## config.mk

```make
export PLATFORM = sky130hd
export DESIGN_NAME = ufrc_fire_receive
export DESIGN_NICKNAME = d
export VERILOG_FILES = /design/src/verilog/ufrc_pkg.sv /design/src/verilog/ufrc_tmr_if.sv /design/src/verilog/ufrc_fire_div.sv /design/src/verilog/ufrc_fire_receive.sv /design/src/verilog/ufrc_timer.sv
export SDC_FILE = /design/constraint.sdc
export NUM_CORES = 1
export LEC_CHECK = 0
export ABC_AREA = 1
export BUFFER_PORTS_ARGS = -buffer_cell sky130_fd_sc_hd__buf_2
export CAP_MARGIN = 25
export CORE_ASPECT_RATIO = 0.7
export CORE_MARGIN = 8
export CORE_UTILIZATION = 53
export DETAILED_ROUTE_END_ITERATION = 12
export PLACE_DENSITY = 0.7
export SLEW_MARGIN = 40
export SYNTH_ARGS = -nofsm -noshare
export SYNTH_HDL_FRONTEND = slang
export SYNTH_SLANG_ARGS = --single-unit
```

## constraint.sdc

```tcl
create_clock -name clk -period 3 [get_ports clk]
set_input_delay 0.45 -clock clk [delete_from_list [all_inputs] [get_ports clk]]
set_output_delay 0.45 -clock clk [all_outputs]
set_load 0.01 [all_outputs]
```

## src/verilog/ufrc_pkg.sv

```systemverilog
// constants, field layout and state codes of the fire and receive control block
// assumes a 40 MHz core clock that also serves as the high-speed fire clock
package ufrc_pkg;
  localparam int unsigned CLK_NS = 25;
  localparam int unsigned US_NS = 1000;
  // register indices, byte address is four times the index
  localparam logic [9:0] IDX_PRC = 10'h0C8;
  localparam logic [9:0] IDX_FRC = 10'h0C9;
  localparam logic [9:0] IDX_STAT = 10'h0D0;
  localparam logic [9:0] IDX_MASK = 10'h0D1;
  localparam logic [9:0] IDX_STATE = 10'h0D2;
  // processing config fields
  localparam int PRC_TO_LSB = 16;
  localparam int PRC_WIN_LSB = 8;
  localparam int PRC_DIR_LSB = 4;
  localparam int PRC_PAUSE_LSB = 0;
  localparam logic [31:0] PRC_WMASK = 32'h0003_FF37;
  localparam logic [31:0] PRC_RST = 32'h0000_0000;
  // fire and receive control fields
  localparam int FRC_GM_BIT = 26;
  localparam int FRC_PEN_LSB = 21;
  localparam int FRC_AMP_BIT = 20;
  localparam int FRC_PSEL_LSB = 18;
  localparam int FRC_ZCC_LSB = 15;
  localparam int FRC_POL_BIT = 14;
  localparam int FRC_FPN_LSB = 7;
  localparam int FRC_DIV_LSB = 0;
  localparam logic [31:0] FRC_WMASK = 32'h07FF_FFFF;
  localparam logic [31:0] FRC_RST = 32'h0400_0000;
  // event bits of status and mask
  localparam int EV_W = 3;
  localparam int EV_DONE = 0;
  localparam int EV_TMO = 1;
  localparam int EV_CAL = 2;
  // timing
  localparam int unsigned TMO0_US = 128;
  localparam int unsigned TMO1_US = 256;
  localparam int unsigned TMO2_US = 1024;
  localparam int unsigned TMO3_US = 4096;
  localparam int unsigned MASK_LSB_NS = 1000;
  localparam int unsigned MASK_OFS_NS = 400;
  localparam int unsigned MASK_LSB_CYC = MASK_LSB_NS / CLK_NS;
  localparam int unsigned MASK_OFS_CYC = MASK_OFS_NS / CLK_NS;
  localparam int unsigned BASE_PERIOD_DEF = 40000;
  localparam int TMR_W = 24;

  typedef enum logic [2:0] {
    ST_IDLE = 3'b000,
    ST_FIRE = 3'b001,
    ST_MASK = 3'b010,
    ST_RECV = 3'b011,
    ST_PAUSE = 3'b100
  } ufrc_state_e;

  // pause in quarters of the base period
  function automatic logic [3:0] ufrc_pause_q(input logic [2:0] code);
    case (code)
      3'h2: return 4'h1;
      3'h3: return 4'h2;
      3'h4: return 4'h4;
      3'h5: return 4'h6;
      3'h6: return 4'h8;
      3'h7: return 4'hA;
      default: return 4'h0;
    endcase
  endfunction

  function automatic logic [6:0] ufrc_zero_level_cal_rate(input logic [2:0] code);
    case (code)
      3'h1: return 7'h01;
      3'h2: return 7'h02;
      3'h3: return 7'h05;
      3'h4: return 7'h0A;
      3'h5: return 7'h14;
      3'h6: return 7'h32;
      3'h7: return 7'h64;
      default: return 7'h00;
    endcase
  endfunction
endpackage

```

## src/verilog/ufrc_tmr_if.sv

```systemverilog
// load and expiry signals between the control core and one interval timer
// assumes both ends share clk
`timescale 1ns/1ps
interface ufrc_tmr_if import ufrc_pkg::*; ();
  logic load;
  logic [TMR_W-1:0] val;
  logic busy;
  logic done;
  modport ctl (output load, output val, input busy, input done);
  modport tmr (input load, input val, output busy, output done);
endinterface
```

## src/verilog/ufrc_fire_div.sv

```systemverilog
// fire clock divider: period of div+1 cycles, code 0 behaves as 1
// phase is high for the first half of each period, tick marks its last cycle
`timescale 1ns/1ps
module ufrc_fire_div (
  // clock and reset
  input wire logic clk,
  input wire logic rst_b,
  input wire logic ce,
  // control
  input wire logic run,
  input wire logic [6:0] div,
  // divided clock
  output logic phase,
  output logic tick
);
  typedef struct packed {
    logic [6:0] cnt;
    logic phase;
    logic tick;
  } ufrc_div_s;
  ufrc_div_s r_reg, r_next;
  logic [6:0] last;
  logic [7:0] half;

  always_comb begin
    last = (div == 7'h00) ? 7'h01 : div;
    half = ({1'b0, last} + 8'h02) >> 1;
    r_next = r_reg;
    r_next.tick = 1'b0;
    r_next.phase = 1'b0;
    if (!run) begin
      r_next.cnt = 7'h00;
    end else begin
      r_next.phase = ({1'b0, r_reg.cnt} < half);
      if (r_reg.cnt == last) begin
        r_next.cnt = 7'h00;
        r_next.tick = 1'b1;
      end else begin
        r_next.cnt = r_reg.cnt + 7'h01;
      end
    end
  end

  always_ff @(posedge clk or negedge rst_b) begin
    if (!rst_b) begin
      r_reg <= '0;
    end else if (ce) begin
      r_reg <= r_next;
    end
  end

  assign phase = r_reg.phase;
  assign tick = r_reg.tick;
endmodule

```

## src/verilog/ufrc_fire_receive.sv

```systemverilog
// ultrasonic fire and receive control with its APB register file
// assumes startReq and cycleTrig come from the sequencer on clk; rxPin is asynchronous
// Overview of operation
// - a shot ends on timeout after 128, 256, 1024 or 4096 us for select codes 00 to 11.
// - the receive path is suppressed from the first fire pulse until the switch to receiving.
// - the mask window lasts the eight-bit value times 1 us minus 0.4 us.
// - direction code 00 starts up, 01 starts down, 1x alternates the start every measurement.
// - pause code 000 gives one shot, 010 to 111 give 0.25 to 2.5 base periods, 001 is illegal.
// - the gas application enable resets to one.
// - bit 20 of the fire and receive control register enables the external amplifier.
// - the path code selects no path, path one, path two or both.
// - zero-cross calibration runs never or every 1, 2, 5, 10, 20, 50 or 100 cycle triggers.
// - the polarity bit puts the first-hit level above (0) or below (1) the zero-cross level.
// - the fire pulse count is a seven-bit field in bits 13 to 7, resetting to zero.
// - the fire clock is the fast clock divided by divider plus one, zero dividing by two.
`timescale 1ns/1ps
module ufrc_fire_receive import ufrc_pkg::*; #(
  parameter int unsigned TMO0_CYC = TMO0_US * US_NS / CLK_NS,
  parameter int unsigned TMO1_CYC = TMO1_US * US_NS / CLK_NS,
  parameter int unsigned TMO2_CYC = TMO2_US * US_NS / CLK_NS,
  parameter int unsigned TMO3_CYC = TMO3_US * US_NS / CLK_NS,
  parameter int unsigned BASE_PERIOD_CYC = BASE_PERIOD_DEF
) (
  // clock and reset
  input wire logic clk,
  input wire logic rst_b,
  input wire logic ce,
  // apb slave
  input wire logic psel,
  input wire logic penable,
  input wire logic pwrite,
  input wire logic [11:0] paddr,
  input wire logic [31:0] pwdata,
  output logic [31:0] prdata,
  output logic pready,
  output logic pslverr,
  // sequencer
  input wire logic startReq,
  input wire logic cycleTrig,
  output logic shotDone,
  output logic zeroCalReq,
  output logic irq,
  // transducer interface
  input wire logic rxPin,
  output logic fireUp,
  output logic fireDown,
  output logic shotDirDown,
  output logic rxEnable,
  output logic rxGated,
  output logic [1:0] pathSel,
  output logic [4:0] pathEnables,
  output logic extAmpEn,
  output logic gasModeEn,
  output logic firstLevelNeg
);
  localparam int unsigned QTR_CYC = BASE_PERIOD_CYC / 4;

  typedef struct packed {
    logic [31:0] prc;
    logic [31:0] frc;
    logic [EV_W-1:0] stat;
    logic [EV_W-1:0] mask;
    logic [31:0] prdata;
    logic pready;
    logic pslverr;
    logic irq;
    ufrc_state_e st;
    logic curDown;
    logic toggleDown;
    logic second;
    logic [6:0] pulses;
    logic rxEn;
    logic [2:0] rxSync;
    logic rxLvl;
    logic rxPrev;
    logic rxGated;
    logic fireUp;
    logic fireDown;
    logic [6:0] calCnt;
    logic calReq;
    logic shotDone;
  } ufrc_core_s;
  ufrc_core_s r_reg, r_next;

  ufrc_tmr_if tmoTmr ();
  ufrc_tmr_if maskTmr ();
  ufrc_tmr_if pauseTmr ();

  logic divPhase;
  logic divTick;
  logic fireRun;
  logic launch;
  logic launchDown;
  logic [1:0] toSel;
  logic [7:0] winVal;
  logic [1:0] dirMode;
  logic [3:0] pauseQ;
  logic [6:0] fpCount;
  logic [6:0] fpDiv;
  logic [6:0] calRate;
  logic lastPulse;

  // field views
  assign toSel = r_reg.prc[PRC_TO_LSB +: 2];
  assign winVal = r_reg.prc[PRC_WIN_LSB +: 8];
  assign dirMode = r_reg.prc[PRC_DIR_LSB +: 2];
  assign pauseQ = ufrc_pause_q(r_reg.prc[PRC_PAUSE_LSB +: 3]);
  assign fpCount = r_reg.frc[FRC_FPN_LSB +: 7];
  assign fpDiv = r_reg.frc[FRC_DIV_LSB +: 7];
  assign calRate = ufrc_zero_level_cal_rate(r_reg.frc[FRC_ZCC_LSB +: 3]);
  assign lastPulse = divTick && (r_reg.pulses + 7'h01 == fpCount);

  // divider stops on the last tick itself, otherwise one extra high cycle leaks out
  assign fireRun = (r_reg.st == ST_FIRE) && !lastPulse;

  // a shot starts from idle or when the pause of a pair runs out
  assign launch = ((r_reg.st == ST_IDLE) && startReq) ||
                  ((r_reg.st == ST_PAUSE) && pauseTmr.done);

  always_comb begin
    if (r_reg.st == ST_PAUSE) begin
      launchDown = !r_reg.curDown;
    end else begin
      case (dirMode)
        2'b00: launchDown = 1'b0;
        2'b01: launchDown = 1'b1;
        default: launchDown = r_reg.toggleDown;
      endcase
    end
  end

  // timeout interval per select code
  assign tmoTmr.load = launch;
  always_comb begin
    case (toSel)
      2'b00: tmoTmr.val = TMR_W'(TMO0_CYC);
      2'b01: tmoTmr.val = TMR_W'(TMO1_CYC);
      2'b10: tmoTmr.val = TMR_W'(TMO2_CYC);
      default: tmoTmr.val = TMR_W'(TMO3_CYC);
    endcase
  end

  // window shorter than one cycle is held at one
  assign maskTmr.load = launch;
  assign maskTmr.val = (winVal == 8'h00) ? TMR_W'(1) :
                       TMR_W'(32'(winVal) * MASK_LSB_CYC - MASK_OFS_CYC);

  assign pauseTmr.val = TMR_W'(32'(pauseQ) * QTR_CYC);

  ufrc_timer u_tmo (
    .clk(clk),
    .rst_b(rst_b),
    .ce(ce),
    .t(tmoTmr.tmr)
  );

  ufrc_timer u_mask (
    .clk(clk),
    .rst_b(rst_b),
    .ce(ce),
    .t(maskTmr.tmr)
  );

  ufrc_timer u_pause (
    .clk(clk),
    .rst_b(rst_b),
    .ce(ce),
    .t(pauseTmr.tmr)
  );

  ufrc_fire_div u_div (
    .clk(clk),
    .rst_b(rst_b),
    .ce(ce),
    .run(fireRun),
    .div(fpDiv),
    .phase(divPhase),
    .tick(divTick)
  );

  logic apbAcc;
  logic apbWr;
  logic [9:0] idx;
  logic mapped;
  logic [31:0] rdVal;
  logic [EV_W-1:0] evSet;
  logic [EV_W-1:0] evClr;
  logic shotEnd;
  logic shotTmo;
  logic pairNext;

  always_comb begin
    r_next = r_reg;
    idx = paddr[11:2];
    apbAcc = psel && penable;
    evSet = '0;
    evClr = '0;
    shotEnd = 1'b0;
    shotTmo = 1'b0;
    pairNext = 1'b0;
    pauseTmr.load = 1'b0;

    // register decode
    mapped = 1'b1;
    rdVal = 32'h0000_0000;
    case (idx)
      IDX_PRC: rdVal = r_reg.prc;
      IDX_FRC: rdVal = r_reg.frc;
      IDX_STAT: rdVal = 32'(r_reg.stat);
      IDX_MASK: rdVal = 32'(r_reg.mask);
      IDX_STATE: rdVal = {25'h0, r_reg.second, r_reg.rxEn, r_reg.curDown, 1'b0, r_reg.st};
      default: mapped = 1'b0;
    endcase

    // one wait state: answer in the second access cycle, commit on that edge
    apbWr = apbAcc && r_reg.pready && pwrite && !r_reg.pslverr;
    if (apbAcc && !r_reg.pready) begin
      r_next.pready = 1'b1;
      r_next.pslverr = !mapped;
      r_next.prdata = (pwrite || !mapped) ? 32'h0000_0000 : rdVal;
    end else begin
      r_next.pready = 1'b0;
      r_next.pslverr = 1'b0;
      r_next.prdata = 32'h0000_0000;
    end
    if (apbWr) begin
      case (idx)
        IDX_PRC: r_next.prc = pwdata & PRC_WMASK;
        IDX_FRC: r_next.frc = pwdata & FRC_WMASK;
        IDX_STAT: evClr = pwdata[EV_W-1:0];
        IDX_MASK: r_next.mask = pwdata[EV_W-1:0];
        default: r_next.mask = r_reg.mask;
      endcase
    end

    // receive pin: three flops, level moves once the last two agree
    r_next.rxSync = {r_reg.rxSync[1:0], rxPin};
    if (r_reg.rxSync[1] == r_reg.rxSync[2]) begin
      r_next.rxLvl = r_reg.rxSync[2];
    end
    r_next.rxPrev = r_reg.rxLvl;
    r_next.rxGated = r_reg.rxLvl && (r_reg.st == ST_RECV);

    // shot sequence
    r_next.shotDone = 1'b0;
    case (r_reg.st)
      ST_IDLE: begin
        r_next.second = 1'b0;
      end
      ST_FIRE: begin
        if (divTick) begin
          r_next.pulses = r_reg.pulses + 7'h01;
        end
        if (lastPulse) begin
          r_next.st = ST_MASK;
        end
        if (tmoTmr.done) begin
          shotEnd = 1'b1;
          shotTmo = 1'b1;
        end
      end
      ST_MASK: begin
        if (tmoTmr.done) begin
          shotEnd = 1'b1;
          shotTmo = 1'b1;
        end else if (!maskTmr.busy) begin
          r_next.st = ST_RECV;
          r_next.rxEn = 1'b1;
        end
      end
      ST_RECV: begin
        if (tmoTmr.done) begin
          shotEnd = 1'b1;
          shotTmo = 1'b1;
        end else if (r_reg.rxLvl && !r_reg.rxPrev) begin
          shotEnd = 1'b1;
        end
      end
      ST_PAUSE: begin
        r_next.st = ST_PAUSE;
      end
      default: r_next.st = ST_IDLE;
    endcase

    if (shotEnd) begin
      r_next.rxEn = 1'b0;
      r_next.shotDone = 1'b1;
      evSet[EV_DONE] = 1'b1;
      evSet[EV_TMO] = shotTmo;
      pairNext = !r_reg.second && (pauseQ != 4'h0);
      pauseTmr.load = pairNext;
      r_next.st = pairNext ? ST_PAUSE : ST_IDLE;
      r_next.second = pairNext;
    end

    if (launch) begin
      r_next.curDown = launchDown;
      r_next.pulses = 7'h00;
      r_next.rxEn = 1'b0;
      r_next.st = (fpCount == 7'h00) ? ST_MASK : ST_FIRE;
      if ((r_reg.st == ST_IDLE) && dirMode[1]) begin
        r_next.toggleDown = !r_reg.toggleDown;
      end
    end

    // fire pulses only leave through a selected path
    // next path code, so a deselect mid-burst cuts the burst on the same edge
    r_next.fireUp = divPhase && !r_reg.curDown && (r_next.frc[FRC_PSEL_LSB +: 2] != 2'b00);
    r_next.fireDown = divPhase && r_reg.curDown && (r_next.frc[FRC_PSEL_LSB +: 2] != 2'b00);

    // zero-cross calibration divider on cycle triggers
    r_next.calReq = 1'b0;
    if (calRate == 7'h00) begin
      r_next.calCnt = 7'h00;
    end else if (cycleTrig) begin
      if (r_reg.calCnt + 7'h01 >= calRate) begin
        r_next.calCnt = 7'h00;
        r_next.calReq = 1'b1;
        evSet[EV_CAL] = 1'b1;
      end else begin
        r_next.calCnt = r_reg.calCnt + 7'h01;
      end
    end

    // sticky events, a new event beats a clear in the same cycle
    r_next.stat = (r_reg.stat & ~evClr) | evSet;
    r_next.irq = |(r_next.stat & r_next.mask);
  end

  always_ff @(posedge clk or negedge rst_b) begin
    if (!rst_b) begin
      r_reg <= '0;
      r_reg.prc <= PRC_RST;
      r_reg.frc <= FRC_RST;
      r_reg.st <= ST_IDLE;
    end else if (ce) begin
      r_reg <= r_next;
    end
  end

  // outputs straight from state
  assign prdata = r_reg.prdata;
  assign pready = r_reg.pready;
  assign pslverr = r_reg.pslverr;
  assign shotDone = r_reg.shotDone;
  assign zeroCalReq = r_reg.calReq;
  assign irq = r_reg.irq;
  assign fireUp = r_reg.fireUp;
  assign fireDown = r_reg.fireDown;
  assign shotDirDown = r_reg.curDown;
  assign rxEnable = r_reg.rxEn;
  assign rxGated = r_reg.rxGated;
  assign pathSel = r_reg.frc[FRC_PSEL_LSB +: 2];
  assign pathEnables = r_reg.frc[FRC_PEN_LSB +: 5];
  assign extAmpEn = r_reg.frc[FRC_AMP_BIT];
  assign gasModeEn = r_reg.frc[FRC_GM_BIT];
  assign firstLevelNeg = r_reg.frc[FRC_POL_BIT];
endmodule

```

## src/verilog/ufrc_timer.sv

```systemverilog
// one-shot interval timer, restarted by every load
// assumes load values of at least one cycle; zero is taken as one
`timescale 1ns/1ps
module ufrc_timer import ufrc_pkg::*; (
  // clock and reset
  input wire logic clk,
  input wire logic rst_b,
  input wire logic ce,
  // control side
  ufrc_tmr_if.tmr t
);
  typedef struct packed {
    logic [TMR_W-1:0] cnt;
    logic busy;
    logic done;
  } ufrc_tmr_s;
  ufrc_tmr_s r_reg, r_next;

  always_comb begin
    r_next = r_reg;
    r_next.done = 1'b0;
    if (t.load) begin
      r_next.cnt = (t.val == '0) ? TMR_W'(1) : t.val;
      r_next.busy = 1'b1;
    end else if (r_reg.busy) begin
      if (r_reg.cnt == TMR_W'(1)) begin
        r_next.busy = 1'b0;
        r_next.done = 1'b1;
      end else begin
        r_next.cnt = r_reg.cnt - TMR_W'(1);
      end
    end
  end

  always_ff @(posedge clk or negedge rst_b) begin
    if (!rst_b) begin
      r_reg <= '0;
    end else if (ce) begin
      r_reg <= r_next;
    end
  end

  assign t.busy = r_reg.busy;
  assign t.done = r_reg.done;
endmodule

```

After elaboration in Yosys (flattened, before gate mapping)
Cells that the tools add are included.
- register bits after elaboration: 200
- input bits: 53
- output and inout bits: 52
- word-level logic and storage cells: 227
- add/subtract/negate cells: 8
- multipliers: 2
- $lt $le $gt $ge: 2
- eq/ne operators: 40
- muxes and demuxes: 71
- bitwise operators: 4
- reduce and logical (&&, ||, !) cells: 65
- operators with widths (kind ; count):
    $pmux W27 S5 ; 1
    $mux W24 ; 5
    $mux W26 ; 3
    $mux W25 ; 3
    $eq A24 B1 Y1 const B ; 3
    $logic_not A24 Y1 ; 3
    $sub A24 B1 Y24 const B ; 3
    $pmux W18 S3 ; 1
    $eq A10 B8 Y1 const B ; 5
    $mux W7 ; 7
    $pmux W7 S7 ; 1
    $mux W20 ; 2
    $mux W18 ; 2
    $mux W34 ; 1
    $mux W32 ; 1
    $eq A3 B3 Y1 const B ; 9
    $mux W3 ; 9
    $pmux W4 S6 ; 1
    $mux W1 ; 22
    $add A7 B1 Y7 const B ; 3
    $logic_not A7 Y1 ; 3
    $reduce_and A3 Y1 ; 7
    $eq A3 B2 Y1 const B ; 6
    $logic_and A1 B1 Y1 ; 17
    other kinds (37) ; 74

Longest topological paths before layout
Gate-level depths: netlist (run 1).
- depth in word-level cells: 10
- depth in mapped cells: 19

Hierarchy
Synthesis (run 1) repeated with hierarchy kept, for this count alone.
- cells, all modules: 2003
- area total of the unflattened synthesis: 13734.4 µm²
- modules (own cells, without submodules) (module ; times used ; cells an instance ; area an instance (µm²) ; seq. area each (µm²)):
    ufrc_fire_receive ; 1 ; 859 ; 6774.0 ; 2728.9
    ufrc_timer at u_mask ... ; 2 ; 341 ; 2045.7 ; 650.6
    ufrc_timer at u_tmo ; 1 ; 345 ; 2057.0 ; 650.6
    ufrc_fire_div ; 1 ; 117 ; 812.0 ; 225.2

Worst setup path after synthesis (run 1)
No wires, ideal clock.
- kind: register to register
- start: register r_reg[106] in the netlist's numbering
- end: register u_pause.r_reg[17] in the netlist's numbering
- arrival: 2.654 ns
- required time: 2.874 ns
- setup slack: 0.219 ns
- cell stages (with the launch flop): 17
- buffers on the path: 0
- path through: dfrtp_1 -> inv_1 -> nor2_1 -> fa_1 -> ha_1 -> ha_1 -> inv_1 -> nand2_1 -> a21oi_1 -> or2_2 -> nand2_1 -> a21oi_1 -> nand2_1 -> nand2_1 -> o22ai_1 -> nand2_1 -> o21ai_0
- word-level cells in the longest chain between the ends: 7
- RTL lines (item ; RTL line ; RTL):
    from (decl) ; ufrc_fire_receive.sv:83 ; ufrc_core_s r_reg, r_next;
    from (signal assigned) ; ufrc_fire_receive.sv:337 ; r_reg <= r_next;
    $eq A3 B3 Y1 or $eq A3 B2 Y1 (tied branches) ; ufrc_pkg.sv:57 ; case (code)
    $pmux W4 S6 (*) ; ufrc_pkg.sv:57 ;
    parallel branches: the longest is 5 deep, another holds $mul A4 B10 Y14 ; -- ;
    to (signal assigned) ; ufrc_timer.sv:39 ; r_reg <= r_next;
    to (decl) ; ufrc_timer.sv:17 ; ufrc_tmr_s r_reg, r_next;
Mark *: on every way between the ends.
A chain may end at the register's enable or synchronous reset.

Final worst setup path (run 1)
- start: register r_reg[115] in the netlist's numbering
- end: register u_mask.r_reg[24] in the netlist's numbering
- word-level cells in the longest chain between the ends: 6
- RTL lines (item ; RTL line ; RTL):
    $mul A8 B3 Y11 ; ufrc_fire_receive.sv:146 ; TMR_W'(32'(winVal) * MASK_LSB_CYC - MASK_OFS_CYC);
    $sub A14 B5 Y15 ; ufrc_fire_receive.sv:146 ;
    $mux W24 (*) ; ufrc_fire_receive.sv:145 ; assign maskTmr.val = (winVal == 8'h00) ? TMR_W'(1) :
    $logic_not A24 Y1 ; ufrc_timer.sv:23 ; r_next.cnt = (t.val == '0) ? TMR_W'(1) : t.val;
    $mux W24 (*) ; ufrc_timer.sv:23 ;
    $mux W25 (*) ; ufrc_timer.sv:22 ; if (t.load) begin
    to (signal assigned) ; ufrc_timer.sv:39 ;
    to (decl) ; ufrc_timer.sv:17 ;
Every way passes the cells marked *; elsewhere a longest branch is shown, timed or not.

==> impl_results.md, run 1 <==
- VDD IR max: 0.463 mV
- Vias: 11066
- CP delay by family, top: simple AND/OR/NAND/NOR gates
- Net Sw Frac: 36.8%
- Total global routing overflow: 0
- Flop2flop setup slack: approximately 0.17 ns
- Io pins: 105
- Mapped Avg Cell Area: 7.51 um^2
- Met1 GRT Util: between 30% and 40%
- Rel. slew slack: between 50% and 60%
- Final Util: between 50% and 60%
- Synthesized flop and latch total: 195
- CP max stage cell: fa_1
- CTS tree: built
- Startpoint types: flip-flop
- Final Critical Period: 2.83 ns
- Register area: 0.00488 mm^2
- Largest register FFs: 43
- Max FO, Critical Path: 5
- Clk_skew: 0.0157 ns
- Register area share after synthesis: around two fifths
- Largest net degree at the start of global routing: 75
- PD cells: 588 mW/mm^2
- Final WS setup: about 0.17 ns
- Count of final setup violators: 0
- Max-Cap Viols: 0
- Element type at the critical path end: flip-flop
- Post-CTS Hold Fix Bufs: 0
- Share of layout cells above drive strength 1: 11.9%
- Count of cell types in the netlist: 56
- Antenna Cells: 0
- GR Util met2: 31.8%
- GRT Overall Usage: around 23%
- Final hold viol count: 0
- Clock Pin Slew Worst Setup and Hold Paths: 0.07 ns
- Clock Latency Late Sink: 0.44 ns
- Synth async-reset ratio: 100%
- Die area: 0.0282 mm^2
- Root Driver: clkbuf_16
- Initial DRC count: 1020
- WL/cell: 15.7 um
- Buffers & Inverters on Critical Path: 2
- Crit path kind: reg -> reg
- Synth Instances: 1624
- PortBufs: 92
- Register share of total power: 42.7%
- Die Width: 197 um
- Top_reg_cell synth: dfrtp_1
- Comb power frac: 27.4%
- Lkg Pwr: 6.80 nW
- Htree depth: 4
- Pre-antenna DRT Iters: 5
- Die H: 143 um
- Yosys top cell area share: between 30% and 40%
- # DRC: 0
- Area of the multi-input gates: 0.00603 mm^2
- Hold Path Class: in -> async
- Yosys top cell by area: dfrtp_1
- Post-synth top cells: 330 x nand2_1, 214 x inv_1, 194 x dfrtp_1
- Core ar.: ~0.023 mm^2
- CP Cell Sequence: ha_1 -> ha_1 -> inv_1 -> fa_1 -> nand3_1 -> nor2_2 -> nand3_2 -> nor2_2 -> nand2_1 -> nor3_2 -> nand3_1 -> nand2_2 -> inv_2 -> a22oi_1
- NumNets Final: 1794
- Power share of the clock group: 29.9%
- ANT nets after route: 0
- Mapped Area: 0.0122 mm^2
- Pre-CTS setup slack: slightly above 0.08 ns
- Status: finished clean
- Total Wirelength: 31600 um
- Initial antenna violation count: 1
- Fillers: 2042
- Number of global-route vias before repair: 10222
- GR peak layer: met1
- Internal power: 4.98 mW
- Top-count cell post-synth: nand2_1
- Number of vias per cell: about 5.5
- Max Slew Vio Count: 0
- Number of flops mapped to enable cells by yosys: 0
- CTS Buf Count: 17
- Fin crit share: 94.4%
- Clock Sinks: approximately 200
- Crit path DAT: 3.19 ns
- # rows: 46
- Psw: between 2 and 3 mW
- Synth Warn #: 0
- Crit-path max cell delay: 0.53 ns
- HPWL Detailed: 23600 um
- Area delta synth->final: 9.99%
- Final Wtd Congestion: 0.902
- Req. time, crit path: around 3.4 ns
- Clk buf depth: 2
- Fmax: 353 MHz
- Met3 global-route usage: roughly 5.2%
- Global-route wire length before repair: 51800 um
- Synth area leaders: dfrtp_1 40%, nand2_1 10%, inv_1 6.6%
- Worst slew pin tran: 0.721 ns
- Starting Density: 53.9%
==> per-layer routing <==
metal | part of all wire [%] | up-vias
li1 | - | 5459
met1 | 50 | 5188
met2 | 41 | 382
met3 | 7.5 | 37
met4 | 1.7 | 0
met5 | 0 | -
==> cell type report <==
cell class | instances | area share (%)
multi-input cells | 1132 | 45.0
flip-flops and latches | 195 | 36.4
inverters | 227 | 6.35
repair buffers | 113 | 4.86
clock buffers | 20 | 3.48
well taps | 312 | 2.91
clock inverters | 12 | 0.989
==> metrics by stage <==
stage | TNS, ns | hold WS (ns) | std cells | cell area [um^2] | total power, mW
after floorplan | 0 | 0.154 | 1629 | 12200 | 4.96
after global placement | 0 | 0.454 | 1979 | 12800 | 5.48
after detailed placement | 0 | 0.459 | 1979 | 12800 | 5.54
after CTS | 0 | 0.0381 | 2011 | 13400 | 7.91
after global routing | -0.0307 | 0.0567 | 2011 | 13400 | 8.41
final | 0 | 0.0164 | 2011 | 13400 | 7.89
==> cell families (layout without fill, tap and decap cells) <==
group                    count (synthesis)  in the layout  synth area share, %
AND/OR/NAND/NOR                        721            721                 25.8
AO/OA/AOI/OAI                          314            314                 14.8
buffers and inverters                  302            372                 10.8
flip-flops                             195            195                 40.0
adder cells (fa/ha/maj)                 55             55                 5.89
XOR/XNOR                                35             35                 2.51
other                                    1              6               0.0308
multiplexers                             1              1               0.0821
==> path summary, 6_finish.rpt <==
check,endpoint,cells after the start,start
hold / removal,pathEnables[1],1,rst_b
setup reg to reg,u_mask.r_reg[24],14,r_reg[115]
setup / recovery,u_mask.r_reg[24],14,r_reg[115]
max in group asynchronous,r_reg[105],2,rst_b
min in group clk,r_next[15],3,rxPin
hold reg to reg,r_next[15],2,r_next[15]
==> repair_timing <==
item	in CTS	in global routing
setup endpoints to repair	0	11
buffers inserted	0	0
resized for setup	0	9
==> power by group through the flow <==
stage | logic, mW | clock network [mW] | registers [mW]
2_1_floorplan | 1.64 | 0 | 3.32
3_3_place_gp | 2.08 | 0 | 3.40
3_5_place_dp | 2.14 | 0 | 3.40
4_1_cts | 2.15 | 2.40 | 3.36
5_1_grt | 2.48 | 2.50 | 3.43
6_report | 2.16 | 2.36 | 3.37
==> placed cells by master (no fill, tap or decap), types with 3 or more instances in the layout <==
| cell type | count |
|---|---|
| or2_2 | 8 |
| nand2_1 | 330 |
| o21ai_1 | 8 |
| nor3_2 | 6 |
| nor4_1 | 7 |
| inv_2 | 12 |
| o32ai_1 | 6 |
| a21oi_1 | 94 |
| nand4_1 | 27 |
| and3_1 | 5 |
| o22ai_1 | 26 |
| a31oi_1 | 11 |
| o221ai_1 | 3 |
| nor2_1 | 153 |
| conb_1 | 6 |
| nor2_2 | 13 |
| xor2_1 | 27 |
| o31ai_1 | 6 |
| a22oi_1 | 9 |
| inv_6 | 5 |
| a22o_1 | 12 |
| nand2_2 | 9 |
| xnor2_1 | 8 |
| nor3_1 | 38 |
| o211ai_1 | 3 |
| nand3_1 | 112 |
| buf_2 | 91 |
| dfrtp_1 | 192 |
| inv_1 | 213 |
| clkbuf_16 | 17 |
| o21ai_0 | 120 |
| fa_1 | 4 |
| buf_4 | 19 |
| nand3b_1 | 5 |
| clkbuf_8 | 4 |
| ha_1 | 51 |
Power figures use the tool's default switching activity.
==> run 2: changes to the inputs <==
==> constraint.sdc (replaced) <==
create_clock -name clk -period 3.5 [get_ports clk]
set_input_delay 0.525 -clock clk [delete_from_list [all_inputs] [get_ports clk]]
set_output_delay 0.525 -clock clk [all_outputs]
set_load 0.01 [all_outputs]
==> run 2 against run 1 <==
  * Utilization down 0.16 points
  * Flip-flop and latch count unchanged
  * Clock skew down 0.0018 ns
  * Critical path type unchanged
==> impl_results.md, run 2 (synthesized netlist as in run 1, its figures left out) <==
- Number of vias per cell: 5.48 (-0.42%)
- Fin crit share: 86.9% (-7.5 points)
- Area delta synth->final: 9.69%
- Post-CTS Hold Fix Bufs: 0 (unchanged)
- Total Wirelength: 32200 um (+2.1%)
- Number of global-route vias before repair: 10352 (+1.3%)
- Vias: 10998 (-0.61%)
- Most frequent cells in the layout: 330 x nand2_1, 214 x inv_1, 194 x dfrtp_1
- Status: finished clean
- Die H: 143 um (unchanged)
- Htree depth: 4 (unchanged)
- Share of layout cells above drive strength 1: 11.1% (-0.86 points)
- Final setup TNS: 0 ns (unchanged)
- HPWL Detailed: 23700 um (+0.52%)
- Crit path kind: reg -> reg
- VDD IR max: 0.372 mV (-20%)
- Total global routing overflow: 0 (unchanged)
- # rows: 46 (unchanged)
- Worst R2R Start: r_reg[106]
- PortBufs: 92 (unchanged)
- Req. time, crit path: 3.82 ns (+0.46 ns)
- Max FO, Critical Path: 6 (+1)
- Count of final setup violators: 0 (unchanged)
- Io pins: 105 (unchanged)
- RSZ-0062 raised after global routing: false
- Root Driver: clkbuf_16
- Largest net degree at the start of global routing: 79 (+5.3%)
- Clock Pin Slew Worst Setup and Hold Paths: 0.08 ns (about the same)
- GRT Overall Usage: 23.2% (+0.48 points)
- Fmax: 329 MHz (-6.9%)
- Lkg Pwr: 6.78 nW (-0.28%)
- Max-Cap Viols: 0 (unchanged)
- CP Cell Sequence: nor2_1 -> nor2_1 -> fa_1 -> ha_1 -> ha_1 -> inv_1 -> nand2_1 -> a21oi_1 -> or2_2 -> nand2_1 -> a21oi_1 -> nand2_1 -> nand2_1 -> o22ai_1 -> nand2_1 -> o21ai_0
- Final WS setup: 0.458 ns (+0.291 ns)
- Initial DRC count: 962 (-5.7%)
- WL/cell: 16.1 um (+2.4%)
- Die Width: 197 um (unchanged)
- Leading cell type in the layout, fill and taps excluded: nand2_1
- Hold slack: 0.0938 ns (+0.0774 ns)
- Core ar.: 0.0226 mm^2 (unchanged)
- Startpoint types: flip-flop
- Die area: 0.0282 mm^2 (unchanged)
- Max Slew Vio Count: 0 (unchanged)
- NumNets Final: 1790 (-0.22%)
- Crit-path max cell delay: 0.48 ns (-0.05 ns)
- Antenna Cells: 0 (unchanged)
- Final Util: 59.1% (-0.16 points)
- Clk buf depth: 2 (unchanged)
- PostCTS Resize Cnt: 0 (unchanged)
- PD cells: 514 mW/mm^2 (-13%)
- Initial antenna violation count: 0 (-1)
- Crit path DAT: 3.36 ns (+0.17 ns)
- Pre-CTS setup slack: 0.530 ns (+0.447 ns)
- Rel. slew slack: 51.3% (-0.33 points)
- CP max stage cell: dfrtp_1
- Final Wtd Congestion: 0.888 (-1.6%)
- CTS tree: built
- # DRC: 0 (unchanged)
- Crit path from: r_reg[106]
- Clock Sinks: 195 (unchanged)
- Worst slew pin tran: 0.726 ns (+0.00499 ns)
- Most used cell, CP: nand2_1
- Clk_skew: 0.0139 ns (-0.00180 ns)
- Hold Path Class: in -> async
- Starting Density: 53.9% (unchanged)
- Global-route wire length before repair: 52700 um (+1.9%)
- Clock Latency Late Sink: 0.44 ns (about the same)
- Post-CTS setup repair buffer count: 0 (unchanged)
- Pre-antenna DRT Iters: 7 (+2)
- Final Total Pwr: 6.88 mW (-13%)
- Final hold viol count: 0 (unchanged)
- ANT nets after route: 0 (unchanged)
- Largest register FFs: 43 (unchanged)
- CTS Buf Count: 17 (unchanged)
- Element type at the critical path end: flip-flop
- Final Critical Period: 3.04 ns (+0.209 ns)
-- run 2: changes by cell type in the layout (fill, tap and decap cells not counted), moves of 3 or more --
cell / delta
nor2_1: +4
bufinv_16: +3
nor2_2: -4
buf_4: -3
-- run 2: power breakdown --
| part | switching, mW | internal (mW) | leakage [nW] |
|---|---|---|---|
| sequential | 0.318 | 2.57 | 2.53 |
| combinational | 1.23 | 0.627 | 3.96 |
| clock | 0.911 | 1.22 | 0.301 |
-- run 2: cell type report --
cell class | count | area [um^2]
Fill cell | 2070 | 9250
Multi-Input combinational cell | 1132 | 6010
Sequential cell | 195 | 4880
Inverter | 227 | 852
Timing Repair Buffer | 109 | 609
Clock buffer | 20 | 447
Tap cell | 312 | 390
Clock inverter | 12 | 180
-- run 2: per-layer routing --
| layer | wire length (um) | global-route usage (%) | vias to the layer above |
|---|---|---|---|
| met1 | 15500 | 33.5 | 5157 |
| li1 | - | - | 5442 |
| met4 | 509 | 6.28 | 0 |
| met3 | 2630 | 5.81 | 36 |
| met2 | 13600 | 33.9 | 363 |
| met5 | 0 | 0 | - |
-- run 2: through the flow --
stage,instance area [um^2],cells
floorplan,12200,1629
global placement,12700,1975
detailed placement,12700,1975
CTS,13400,2007
global route,13400,2007
finish,13400,2007
-- run 2: path summary, 6_finish.rpt --
check	endpoint	slack, ns	cells past startpoint
min	prdata[24]	0.09	1
max	u_pause.r_reg[17]	0.46	16
max reg2reg	u_pause.r_reg[17]	0.46	16
min reg2reg	prdata[0]	0.48	2
min in group clk	r_next[15]	0.28	3
max in group asynchronous	u_tmo.t.busy	2.58	2
-- run 2: critical path, delay by kind of cell, from the launching register on --
family	cells	cell delay (ns)
adders and majority gates	3	1.06
DFF	1	0.48
and+or+nand+nor	8	0.84
buffers and inverters	1	0.06
AOI/OAI and AO/OA	4	0.48
==> run 3: changes to the inputs <==
==> constraint.sdc (replaced) <==
create_clock -name clk -period 3.3 [get_ports clk]
set_input_delay 0.165 -clock clk [delete_from_list [all_inputs] [get_ports clk]]
set_output_delay 0.165 -clock clk [all_outputs]
set_load 0.01 [all_outputs]
==> run 3 against run 2 <==
  * Total power is 2.6% higher
  * Critical path depth did not move
  * Flip-flop and latch count unchanged
  * Setup slack lost 0.12 ns
  * Via count barely moved
  * Utilization is 0.30 points higher
  * Worst hold slack got worse by 0.046 ns
  * Sequential share of layout area is 0.18 points lower
  * Non-clock buffer count grew 13
==> impl_results.md, run 3 (synthesized netlist as in run 1, its figures left out) <==
- RSZ-0062 raised after global routing: false
- Clock Latency Late Sink: 0.44 ns (about the same)
- Max FO, Critical Path: 6 (unchanged)
- Share of layout cells above drive strength 1: 10.8% (-0.26 points)
- Crit path kind: reg -> reg
- Htree depth: 4 (unchanged)
- Vias: 10999 (+0.0091%)
- Count of final setup violators: 0 (unchanged)
- NumNets Final: 1803 (+0.73%)
- Max Slew Vio Count: 0 (unchanged)
- Rel. slew slack: 53.5% (+2.2 points)
- HPWL Detailed: 23200 um (-2.1%)
- Clk_skew: 0.0104 ns (-0.00347 ns)
- Clock Pin Slew Worst Setup and Hold Paths: 0.07 ns (about the same)
- Clock Sinks: 195 (unchanged)
- Initial antenna violation count: 0 (unchanged)
- Antenna Cells: 0 (unchanged)
- Startpoint types: flip-flop
- Status: finished clean
- Root Driver: clkbuf_16
- Final hold viol count: 0 (unchanged)
- Most frequent cells in the layout: 330 x nand2_1, 214 x inv_1, 194 x dfrtp_1
- CP max stage cell: dfrtp_1
- # rows: 46 (unchanged)
- Total global routing overflow: 0 (unchanged)
- Area delta synth->final: 10.2%
- Number of global-route vias before repair: 10427 (+0.72%)
- ANT nets after route: 0 (unchanged)
- Leading cell type in the layout, fill and taps excluded: nand2_1
- Pre-antenna DRT Iters: 6 (-1)
- Core ar.: 0.0226 mm^2 (unchanged)
- Global-route wire length before repair: 52600 um (-0.21%)
- Pre-CTS setup slack: 0.363 ns (-0.166 ns)
- Max-Cap Viols: 0 (unchanged)
- Hold Path Class: in -> reg
- Crit-path max cell delay: 0.48 ns (about the same)
- Die H: 143 um (unchanged)
- Fin crit share: 89.7% (+2.8 points)
- WL/cell: 15.6 um (-2.6%)
- Lkg Pwr: 6.79 nW (+0.13%)
- # DRC: 0 (unchanged)
- Io pins: 105 (unchanged)
- Final WS setup: 0.339 ns (-0.120 ns)
- Final Critical Period: 2.96 ns (-0.0805 ns)
- Final setup TNS: 0 ns (unchanged)
- PortBufs: 92 (unchanged)
- Element type at the critical path end: flip-flop
- Worst slew pin tran: 0.693 ns (-0.0331 ns)
- CTS tree: built
- Final Wtd Congestion: 0.893 (+0.60%)
- Post-CTS setup repair buffer count: 0 (unchanged)
- GRT Overall Usage: 23.0% (-0.22 points)
- Buffers & Inverters on Critical Path: 2 (+1)
- CP delay by family, top: adder cells
- Number of vias per cell: 5.45 (-0.63%)
- Final Total Pwr: 7.06 mW (+2.6%)
- Total Wirelength: 31600 um (-2.0%)
- Initial DRC count: 914 (-5.0%)
- Req. time, crit path: 3.60 ns (-0.22 ns)
- CTS Buf Count: 17 (unchanged)
- PD cells: 525 mW/mm^2 (+2.1%)
- Largest net degree at the start of global routing: 70 (-11%)
- Crit path DAT: 3.26 ns (-0.10 ns)
- VDD IR max: 0.418 mV (+12%)
- Die Width: 197 um (unchanged)
- Largest register FFs: 43 (unchanged)
- Clk buf depth: 2 (unchanged)
- Starting Density: 53.9% (unchanged)
- CP Cell Sequence: nand2_1 -> inv_1 -> fa_1 -> ha_1 -> ha_1 -> inv_1 -> nand2_1 -> a21oi_1 -> or2_2 -> nand2_1 -> a21oi_1 -> nand2_1 -> nand2_1 -> o22ai_1 -> nand2_1 -> o21ai_0
- Most used cell, CP: nand2_1
- Die area: 0.0282 mm^2 (unchanged)
- Fmax: 338 MHz (+2.7%)
run 3: repair_timing:
action	in CTS	in global routing
hold buffers	16	0
hold endpoints to repair	72	0
gates resized for setup	0	1
setup endpoints to repair	0	1
run 3: final timing paths:
check | start | end | slack (ns) | depth (start not counted)
worst min register to register | gasModeEn | gasModeEn | 0.48 | 2
min in group asynchronous | rst_b | prdata[22] | 0.25 | 2
worst min-delay path | pwdata[12] | r_reg[116] | 0.05 | 3
worst max-delay path | r_reg[106] | u_pause.r_reg[17] | 0.34 | 16
worst max register to register | r_reg[106] | u_pause.r_reg[17] | 0.34 | 16
max in group asynchronous | rst_b | u_mask.r_reg[2] | 2.13 | 3
run 3: tightest hold or removal path, stage by stage:
cell and delay (ns):
buf_2 0.08, inv_1 0.06, o21ai_0 0.15
run 3: metal layers:
metal / track usage, % / routed length [um] / vias up
met2: 33.5 / 13300 / 352
met5: 0 / 0 / -
met1: 34.0 / 15600 / 5149
li1: - / - / 5472
met4: 4.26 / 292 / 0
met3: 5.81 / 2390 / 26
run 3: area by class of cell:
class | instances | area, um^2
fill | 2084 | 9180
multi-input combinational | 1132 | 6010
sequential | 195 | 4880
inverter | 227 | 852
timing repair buffer | 122 | 747
clock buffer | 21 | 450
tap | 312 | 390
clock inverter | 11 | 104
run 3: power breakdown:
group	switching (mW)	internal (mW)
clock	0.956	1.07
combinational	1.30	0.673
sequential	0.332	2.73
total	2.59	4.47
run 3: per-stage QoR:
step / instance area (um^2) / instances / util, % / hold slack [ns]
6_report: 13400 / 2020 / 59.4 / 0.0476
4_1_cts: 13400 / 2020 / 59.4 / 0.0274
5_1_grt: 13400 / 2020 / 59.4 / 0.0401
2_1_floorplan: 12200 / 1629 / - / -0.131
3_5_place_dp: 12700 / 1972 / 56.2 / 0.163
3_3_place_gp: 12700 / 1972 / 56.2 / 0.161
